<file path="config.mk">
export PLATFORM = sky130hd
export DESIGN_NAME = slpd_ctrl
export DESIGN_NICKNAME = d
export VERILOG_FILES = /design/src/slpd_pkg.sv /design/src/slpd_ctrl.sv
export VERILOG_INCLUDE_DIRS = /design/src
export SDC_FILE = /design/constraint.sdc
export NUM_CORES = 1
export LEC_CHECK = 0
export ABC_AREA = 1
export BUFFER_PORTS_ARGS = -buffer_cell sky130_fd_sc_hd__buf_2
export CAP_MARGIN = 25
export CORE_MARGIN = 5
export CORE_UTILIZATION = 30
export DETAILED_ROUTE_END_ITERATION = 10
export SYNTH_ARGS = -nofsm -noshare
export SYNTH_HDL_FRONTEND = slang
export SYNTH_SLANG_ARGS = --single-unit
</file>
<file path="constraint.sdc">
create_clock -name I_CLK -period 4.9 [get_ports I_CLK]
set_input_delay 0.245 -clock I_CLK [delete_from_list [all_inputs] [get_ports I_CLK]]
set_output_delay 0.245 -clock I_CLK [all_outputs]
set_load 0.03 [all_outputs]
</file>
<file path="src/slpd_cfg.svh">
// Purpose: constants for the serial line powerdown controller
// Assumes: 125 MHz clock, 8 ns period
// Notes:   times kept in their own unit, cycle counts derived
`ifndef SLPD_CFG_SVH
`define SLPD_CFG_SVH
`define SLPD_CLK_MHZ        125
`define SLPD_IDLE_S         30
// 64-bit product: thirty seconds of cycles does not fit a 32-bit int
`define SLPD_IDLE_CYC       (longint'(`SLPD_IDLE_S) * 1000000 * `SLPD_CLK_MHZ)
`define SLPD_INVAL_US       60
`define SLPD_INVAL_CYC      (`SLPD_INVAL_US * `SLPD_CLK_MHZ)
`define SLPD_VALID_US       1
`define SLPD_VALID_CYC      (`SLPD_VALID_US * `SLPD_CLK_MHZ)
`define SLPD_WAKE_US        25
`define SLPD_WAKE_CYC       (`SLPD_WAKE_US * `SLPD_CLK_MHZ)
`endif

</file>
<file path="src/slpd_pkg.sv">
// Purpose: types for the serial line powerdown controller
// Assumes: nothing
// Notes:   power modes and output enable bundle
package slpd_pkg;
  typedef enum logic [1:0] {
    SLPD_ON,
    SLPD_AUTO_DOWN,
    SLPD_FORCED_DOWN
  } slpd_mode_e;
  typedef struct packed {
    logic pump_on;
    logic tx_en;
    logic rx_en;
    logic tx_ready;
  } slpd_en_s;
endpackage : slpd_pkg

</file>
<file path="src/slpd_ctrl.sv">
// Purpose: power mode control, inactivity timer and validity status
// Assumes: all line levels arrive asynchronously and are synchronised here
// Notes:   analog pump and line drivers sit outside; this drives their enables
`timescale 1ns/100ps
`include "slpd_cfg.svh"

// Summary of operation
// RULE1: force sleep low always powers down
// RULE2: powerdown stops pump, transmitters go high-Z
// RULE3: host straps both high for always on
// RULE4: manual powerdown also disables standard receivers
// RULE5: transmit ready within 25 us of wake
// RULE6: manual down until both high or edge
// RULE7: force awake fall gives 30 s on
// RULE8: 30 s without edges powers down
// RULE9: any edge wakes from inactivity powerdown
// RULE10: auto powerdown only with awake low, sleep high
// RULE11: timer stays expired until awake rises or edge
// RULE12: status low after 60 us all invalid
// RULE13: status high 1 us after any valid
// RULE14: status never changes power state itself
// RULE15: status wired to both forces follows it
// RULE16: hybrid wiring needs valid levels plus edge
// RULE17: joined force pins act as shutdown
// RULE18: standard receivers stay on in auto down
// RULE19: monitor receiver always active
// RULE20: edge means crossing of input threshold
// RULE21: timers restart when condition breaks
module slpd_ctrl
  import slpd_pkg::*;
#(
  parameter int  N_TX        = 5,
  parameter int  N_RX        = 3,
  parameter longint IDLE_CYC = `SLPD_IDLE_CYC
) (
  input  wire logic              I_CLK,
  input  wire logic              I_RESETN,
  input  wire logic              i_force_awake_in,
  input  wire logic              i_force_sleep_n,
  input  wire logic [N_TX-1:0]   i_tx_in,
  input  wire logic [N_RX-1:0]   i_rx_in,
  input  wire logic [N_RX-1:0]   i_rx_valid,
  input  wire logic              i_monitor_rx_in,
  output logic                   o_pump_on,
  output logic                   o_tx_oe_n,
  output logic                   o_rx_oe_n,
  output logic                   o_tx_ready,
  output logic                   o_monitor_rx_out,
  output logic                   o_invalid_n,
  output slpd_pkg::slpd_mode_e   o_mode
);
  import slpd_pkg::*;

  localparam int W_IN  = 2 + N_TX + N_RX + N_RX + 1;
  localparam int IDLE_W = $clog2(IDLE_CYC + 1);
  localparam int INV_W  = $clog2(`SLPD_INVAL_CYC + 1);
  localparam int WAKE_W = $clog2(`SLPD_WAKE_CYC + 1);

  // refused at elaboration: the timers need at least one line and two idle cycles
  if (N_TX < 1 || N_RX < 1 || IDLE_CYC < 2) begin : g_bad_param
    $error("slpd_ctrl: bad parameters");
  end

  // ==========================================================================
  // input synchronisers
  // ==========================================================================
  logic [W_IN-1:0] raw;
  logic [W_IN-1:0] meta_reg;
  logic [W_IN-1:0] sync_reg;
  logic [W_IN-1:0] prev_reg;

  assign raw = {i_force_awake_in, i_force_sleep_n, i_tx_in, i_rx_in, i_rx_valid,
                i_monitor_rx_in};

  always_ff @(posedge I_CLK) begin
    if (!I_RESETN) begin
      meta_reg <= '0;
      sync_reg <= '0;
      prev_reg <= '0;
    end else begin
      meta_reg <= raw;
      sync_reg <= meta_reg;
      prev_reg <= sync_reg;
    end
  end

  logic            awake_s;
  logic            sleep_n_s;
  logic [N_TX-1:0] tx_s;
  logic [N_RX-1:0] rx_s;
  logic [N_RX-1:0] valid_s;
  logic            mon_s;
  logic            awake_p;
  logic [N_TX-1:0] tx_p;
  logic [N_RX-1:0] rx_p;

  assign {awake_s, sleep_n_s, tx_s, rx_s, valid_s, mon_s} = sync_reg;
  assign awake_p = prev_reg[W_IN-1];
  assign tx_p    = prev_reg[N_RX+N_RX+1 +: N_TX];
  assign rx_p    = prev_reg[N_RX+1 +: N_RX];

  // the line inputs are already thresholded by the input comparators, so a
  // change of the synchronised level is exactly a threshold crossing
  logic activity;
  logic awake_rise;
  logic awake_fall;
  logic [2:0] fill_reg;
  logic       has_prev;
  always_ff @(posedge I_CLK) begin
    if (!I_RESETN) fill_reg <= 3'h0;
    else           fill_reg <= {fill_reg[1:0], 1'h1};
  end
  // edges count only once both compared stages hold real pin samples;
  // otherwise a pin idling high would look like an edge right after reset
  assign has_prev   = fill_reg[2];
  assign activity   = has_prev && ((tx_s != tx_p) || (rx_s != rx_p)); // RULE20
  assign awake_rise = has_prev && awake_s && !awake_p;
  assign awake_fall = has_prev && !awake_s && awake_p;

  // ==========================================================================
  // inactivity timer with sticky expiry
  // ==========================================================================
  logic [IDLE_W-1:0] idle_cnt_reg;
  logic              expired_reg;
  logic              forced_down;

  assign forced_down = !sleep_n_s; // RULE1 RULE17

  always_ff @(posedge I_CLK) begin
    if (!I_RESETN) begin
      idle_cnt_reg <= '0;
      expired_reg  <= 1'b0;
    end else if (activity || awake_s || awake_fall) begin
      // restart: a transition, force awake high, or its falling edge
      idle_cnt_reg <= '0; // RULE21 RULE7 RULE9
      expired_reg  <= 1'b0; // RULE11
    end else if (forced_down) begin
      expired_reg <= 1'b1; // RULE11 RULE6
    end else if (!expired_reg) begin
      if (idle_cnt_reg == IDLE_W'(IDLE_CYC - 1)) begin
        expired_reg <= 1'b1; // RULE8
      end else begin
        idle_cnt_reg <= idle_cnt_reg + 1'b1;
      end
    end
  end

  // ==========================================================================
  // power mode
  // ==========================================================================
  slpd_mode_e mode_next;
  always_comb begin
    if (forced_down) begin
      mode_next = SLPD_FORCED_DOWN; // RULE1
    end else if (awake_s) begin
      mode_next = SLPD_ON; // RULE10 RULE3
    end else if (expired_reg && !activity) begin
      mode_next = SLPD_AUTO_DOWN; // RULE10 RULE6 RULE16
    end else begin
      mode_next = SLPD_ON;
    end
  end

  // wake settle counter: transmit ready once the pump has had time to charge
  logic [WAKE_W-1:0] wake_cnt_reg;
  always_ff @(posedge I_CLK) begin
    if (!I_RESETN) begin
      wake_cnt_reg <= '0;
    end else if (mode_next != SLPD_ON) begin
      wake_cnt_reg <= '0;
    end else if (wake_cnt_reg != WAKE_W'(`SLPD_WAKE_CYC)) begin
      wake_cnt_reg <= wake_cnt_reg + 1'b1; // RULE5
    end
  end

  slpd_en_s en;
  always_comb begin
    en.pump_on  = (mode_next == SLPD_ON); // RULE2
    en.tx_en    = en.pump_on;
    en.rx_en    = (mode_next != SLPD_FORCED_DOWN); // RULE4 RULE18
    en.tx_ready = en.pump_on && (wake_cnt_reg >= WAKE_W'(`SLPD_WAKE_CYC - 1)); // RULE5
  end

  always_ff @(posedge I_CLK) begin
    if (!I_RESETN) begin
      o_pump_on  <= 1'b0;
      o_tx_oe_n  <= 1'b1;
      o_rx_oe_n  <= 1'b1;
      o_tx_ready <= 1'b0;
      o_mode     <= SLPD_FORCED_DOWN;
    end else begin
      o_pump_on  <= en.pump_on;
      o_tx_oe_n  <= !en.tx_en; // RULE2
      o_rx_oe_n  <= !en.rx_en; // RULE4
      o_tx_ready <= en.tx_ready;
      o_mode     <= mode_next;
    end
  end

  // monitor receiver ignores every control input
  always_ff @(posedge I_CLK) begin
    if (!I_RESETN) o_monitor_rx_out <= 1'b0;
    else           o_monitor_rx_out <= mon_s; // RULE19
  end

  // ==========================================================================
  // validity detector, independent of the power mode
  // ==========================================================================
  logic [INV_W-1:0] inv_cnt_reg;
  logic [INV_W-1:0] val_cnt_reg;
  logic             any_valid;
  assign any_valid = |valid_s;

  always_ff @(posedge I_CLK) begin
    if (!I_RESETN) begin
      inv_cnt_reg <= '0;
      val_cnt_reg <= '0;
      o_invalid_n <= 1'b1;
    end else if (any_valid) begin
      inv_cnt_reg <= '0; // RULE21
      if (!o_invalid_n) begin
        if (val_cnt_reg == INV_W'(`SLPD_VALID_CYC - 1)) begin
          o_invalid_n <= 1'b1; // RULE13 RULE14
          val_cnt_reg <= '0;
        end else begin
          val_cnt_reg <= val_cnt_reg + 1'b1;
        end
      end
    end else begin
      val_cnt_reg <= '0; // RULE21
      if (o_invalid_n) begin
        if (inv_cnt_reg == INV_W'(`SLPD_INVAL_CYC - 1)) begin
          o_invalid_n <= 1'b0; // RULE12 RULE15
          inv_cnt_reg <= '0;
        end else begin
          inv_cnt_reg <= inv_cnt_reg + 1'b1;
        end
      end
    end
  end

  // ==========================================================================
  // checks
  // ==========================================================================
  sleep_wins_a: assert property (@(posedge I_CLK) disable iff (!I_RESETN) // RULE1
    !sleep_n_s |=> (o_mode == SLPD_FORCED_DOWN))
    else $error("force sleep did not power down");

  down_hiz_a: assert property (@(posedge I_CLK) disable iff (!I_RESETN) // RULE2
    (o_mode != SLPD_ON) |-> (o_tx_oe_n && !o_pump_on))
    else $error("transmitters driven in powerdown");

  rx_off_a: assert property (@(posedge I_CLK) disable iff (!I_RESETN) // RULE4
    (o_mode == SLPD_FORCED_DOWN) |-> o_rx_oe_n)
    else $error("receivers on in manual powerdown");

  rx_auto_a: assert property (@(posedge I_CLK) disable iff (!I_RESETN) // RULE18
    (o_mode == SLPD_AUTO_DOWN) |-> !o_rx_oe_n)
    else $error("receivers off in auto powerdown");

  // counts powered cycles still waiting for transmit ready; saturates so the
  // check keeps firing instead of wrapping back to a legal value
  logic [WAKE_W-1:0] ready_wait_reg;
  always_ff @(posedge I_CLK) begin
    if (!I_RESETN || !o_pump_on || o_tx_ready) begin
      ready_wait_reg <= '0;
    end else if (ready_wait_reg != WAKE_W'(`SLPD_WAKE_CYC)) begin
      ready_wait_reg <= ready_wait_reg + 1'h1;
    end
  end

  wake_time_a: assert property (@(posedge I_CLK) disable iff (!I_RESETN) // RULE5
    ready_wait_reg < WAKE_W'(`SLPD_WAKE_CYC))
    else $error("transmit not ready in time");

  awake_on_a: assert property (@(posedge I_CLK) disable iff (!I_RESETN) // RULE10
    (awake_s && sleep_n_s) |=> (o_mode == SLPD_ON))
    else $error("awake input did not hold power on");

  edge_wake_a: assert property (@(posedge I_CLK) disable iff (!I_RESETN) // RULE9
    (activity && sleep_n_s) |=> o_pump_on)
    else $error("activity did not wake");

  sticky_a: assert property (@(posedge I_CLK) disable iff (!I_RESETN) // RULE11
    (expired_reg && !activity && !awake_s && !awake_fall) |=> expired_reg)
    else $error("expired timer cleared without cause");

  inval_rise_a: assert property (@(posedge I_CLK) disable iff (!I_RESETN) // RULE13
    (!o_invalid_n && any_valid) [*8] |-> ##[0:120] o_invalid_n)
    else $error("status did not return high");

  awake_clear_a: assert property (@(posedge I_CLK) disable iff (!I_RESETN) // RULE11
    awake_rise |=> !expired_reg)
    else $error("awake rise left timer expired");

  mon_rx_a: assert property (@(posedge I_CLK) disable iff (!I_RESETN) // RULE19
    o_monitor_rx_out == $past(mon_s))
    else $error("monitor receiver did not follow input");
endmodule : slpd_ctrl

</file>
==> results.sh <==
export IMPL_insertion_delay_ns=0.42
export IMPL_place_congestion=0.884
export IMPL_ys_types=28
export IMPL_path_cells="clkinv_1 > nor2_1 > nand4_1 > or2_2 > a21oi_1"
export IMPL_first_global_vias=4743
export IMPL_fmax_ghz=0.470
export IMPL_cp_arrival_ns=2.48
export IMPL_final_setup_tns_ns=0
export IMPL_antenna_cells=0
export IMPL_drv_cap=0
export IMPL_synthFlopType="dfxtp_1"
export IMPL_cts_tree="done"
export IMPL_r2r_end="inv_cnt_reg[9]$_SDFFE_PP0P_"
export IMPL_cts_sinks=119
export IMPL_drtIter0Drc=240
export IMPL_hpwl_um=8650
export IMPL_switching_share=0.220
export IMPL_syn_nets=903
export IMPL_slew_headroom=0.492
export IMPL_finalHoldViolations=0
export IMPL_synth_compound_area_frac=0.0520
export IMPL_cts_max_level=4
export IMPL_ios=24
export IMPL_drv_slew=0
export IMPL_largest_reg_flops=32
export IMPL_syn_area_um2=5770
export IMPL_reg2reg_slack_ns=2.77
export IMPL_hold_path_depth=3
export IMPL_grt_overflow=0
export IMPL_tritoncts_num_buffers=17
export IMPL_antenna_found_initial=0
export IMPL_peakVddDrop_uv=298
export IMPL_chipWidth_um=149
export IMPL_power_frac_clock=0.549
export IMPL_synth_fa_ha_area_frac=0.0152
export IMPL_critPathSlowestCell="dfxtp_1"
export IMPL_fin_worst_skew_ns=0.0145
export IMPL_wl_per_cell_um=10.4
export IMPL_holdPathEnd="meta_reg[11]$_SDFF_PN0_"
export IMPL_reg2regPathDepth=5
export IMPL_vias_per_cell=4.27
export IMPL_pwr_share_seq=0.420
export IMPL_path_clk_slew_ns=0.06
export IMPL_setup_viol=0
export IMPL_synthMuxAreaShare=0
export IMPL_start_util=0.306
export IMPL_drt_wl_total_um=12300
export IMPL_ys_warn_count=0
export IMPL_post_place_cells=1147
export IMPL_synth_edf_count=0
export IMPL_die_h_um=149
export IMPL_async_reset_ff_frac=0
export IMPL_firstDrtPassIters=5
export IMPL_crit_fanout=17
export IMPL_worst_path_stages=5
export IMPL_nNetsFinal=938
export IMPL_pre_cts_slack_ns=2.72
export IMPL_fillers=1991
export IMPL_comb_power_share=0.031
export IMPL_powerDensity_nw_per_um2=346
export IMPL_tightest_slew_ns=0.762
export IMPL_cp_end_kind="flip-flop"
export IMPL_yosysSeqAreaShare=0.413
export IMPL_status="finished, final reports clean"
export IMPL_postLayoutSetupSlackWorst_ns=2.77
export IMPL_multi_input_area_um2=2820
export IMPL_ctsResizeCount=0
export IMPL_vias=5071
export IMPL_syn_to_final_growth_pct=18.5
export IMPL_hold_path_startpoint="i_tx_in[4]"
export IMPL_power_internal_mw=1.85
export IMPL_post_cts_buffers=0
export IMPL_grt_max_degree=47
export IMPL_synth_top_family_by_area="simple AND/OR/NAND/NOR gates"
export IMPL_synth_simple_gate_area_frac=0.375
export IMPL_crit_buf_inv=1
export IMPL_layout_min_cycle_time_ns=2.13
export IMPL_portBuffers=23
export IMPL_track_usage=0.119
export IMPL_clock_path_buffers=2
export IMPL_period_share=0.435
export IMPL_cpLargestDelayFamily="simple AND/OR/NAND/NOR gates"
export IMPL_switchingPower_mw=0.522
export IMPL_p_leak_nw=2.80
export IMPL_ys_ff_latch=119
export IMPL_syn_inst=880
export IMPL_syn_area_per_cell_um2=6.56
export IMPL_start_kind="flip-flop"
export IMPL_rsz0062_at_grt="no"
export IMPL_fin_util=0.363
export IMPL_core_area_um2=18800
export IMPL_ctsRootBufferMaster="clkbuf_16"
export IMPL_register_area_um2=2380
export IMPL_drive_gt1_frac=0.0733
export IMPL_worstSetupPathType="flip-flop to flip-flop"
export IMPL_r2r_start="o_invalid_n$_SDFF_PN1_"
export IMPL_timing_hold_ws_ns=0.0121
export IMPL_die_area_um2=22100
export IMPL_cp_slowest_stage_delay_ns=0.60
export IMPL_stdcell_count=1188
export IMPL_rows=50
export IMPL_worstPathRequired_ns=5.25
export IMPL_synth_xor_area_frac=0.0471
export IMPL_grt_pass1_wl_um=21500
export IMPL_hp_class="input pin to flip-flop"
export IMPL_drc_errors=0
export IMPL_ant_nets=0
## cells in the final DEF, fill, tap and decap left out, types with 4 or more instances in the layout
cell type,synthesis,layout
dlygate4sd3_1,0,9
clkbuf_16,0,17
a21oi_1,40,40
o21ai_0,12,12
nand3b_1,9,9
xor2_1,21,21
nand2_1,306,306
inv_1,121,121
nor2_2,5,5
dfxtp_1,119,119
nand4_1,9,9
xnor2_1,10,10
nor2_1,126,126
nand3_1,46,46
buf_2,1,23
nor3_1,14,14
inv_6,0,4
ha_1,7,7
## worst min-delay path: stages
cell	delay [ns]
buf_2	0.08
nand2_1	0.04
inv_1	0.04
## final cells by class
type,instances,share of cell area
Clock buffer,20,0.0668
Clock inverter,12,0.0242
Inverter,123,0.0676
Multi-Input combinational cell,621,0.413
Sequential cell,119,0.349
Tap cell,260,0.0476
Timing Repair Buffer,33,0.0322
## synth_stat cells, types with 3 or more instances
master	n	area share
nor2_2	5	0.0054
nor3_1	14	0.012
nand2_1	306	0.20
nand3_2	3	0.0052
xor2_1	21	0.032
nand3b_1	9	0.012
inv_1	121	0.079
dfxtp_1	119	0.41
nand3_1	46	0.040
a21oi_1	40	0.035
o21ai_0	12	0.010
nor2_1	126	0.082
clkbuf_1	10	0.0065
xnor2_1	10	0.015
ha_1	7	0.015
nand4_1	9	0.0098
buf_6	4	0.0078
## cell families (layout without fill, tap and decap cells)
family / count (synthesis) / after routing
XOR/XNOR: 31 / 31
adder cells (fa/ha/maj): 7 / 7
AND/OR/NAND/NOR: 525 / 525
flip-flops: 119 / 119
buffers and inverters: 140 / 188
AO/OA/AOI/OAI: 58 / 58
## stage by stage
step / instance area (um^2) / power, mW
floorplan: 5770 / 1.06
global placement: 6110 / 1.08
detailed placement: 6120 / 1.08
CTS: 6830 / 2.40
global route: 6830 / 2.46
finish: 6830 / 2.37
## metal layers
metal / track usage / routed length, um
met3: 0.0259 / 457
met2: 0.193 / 5600
met4: 0.0545 / 185
met1: 0.151 / 6070
met5: 0 / 0
## power by group through the flow
stage / clock network (mW) / registers, mW / logic [mW]
2_1_floorplan: 0 / 1.02 / 0.0474
3_3_place_gp: 0 / 1.01 / 0.0661
3_5_place_dp: 0 / 1.01 / 0.0692
4_1_cts: 1.34 / 0.994 / 0.0746
5_1_grt: 1.38 / 0.995 / 0.0854
6_report: 1.30 / 0.994 / 0.0735
## repair_timing
| item | in CTS | in global routing |
|---|---|---|
| hold buffers | 9 | 0 |
| endpoints found under the setup margin | 0 | 0 |
| hold endpoints to repair | 9 | 0 |
## how the worst max path moves through the flow
stage | from | end | slack (ns)
after floorplan | idle_cnt_reg[0]$_SDFFE_PP0P_ | idle_cnt_reg[10]$_SDFFE_PP0P_ | 3.33
after global placement | I_RESETN | idle_cnt_reg[22]$_SDFFE_PP0P_ | 2.51
after detailed placement | I_RESETN | idle_cnt_reg[28]$_SDFFE_PP0P_ | 2.72
after CTS | o_invalid_n$_SDFF_PN1_ | inv_cnt_reg[9]$_SDFFE_PP0P_ | 2.78
after global routing | o_invalid_n$_SDFF_PN1_ | inv_cnt_reg[9]$_SDFFE_PP0P_ | 2.57
final | o_invalid_n$_SDFF_PN1_ | inv_cnt_reg[9]$_SDFFE_PP0P_ | 2.77
Note: power is estimated with default switching activity, not from simulation.
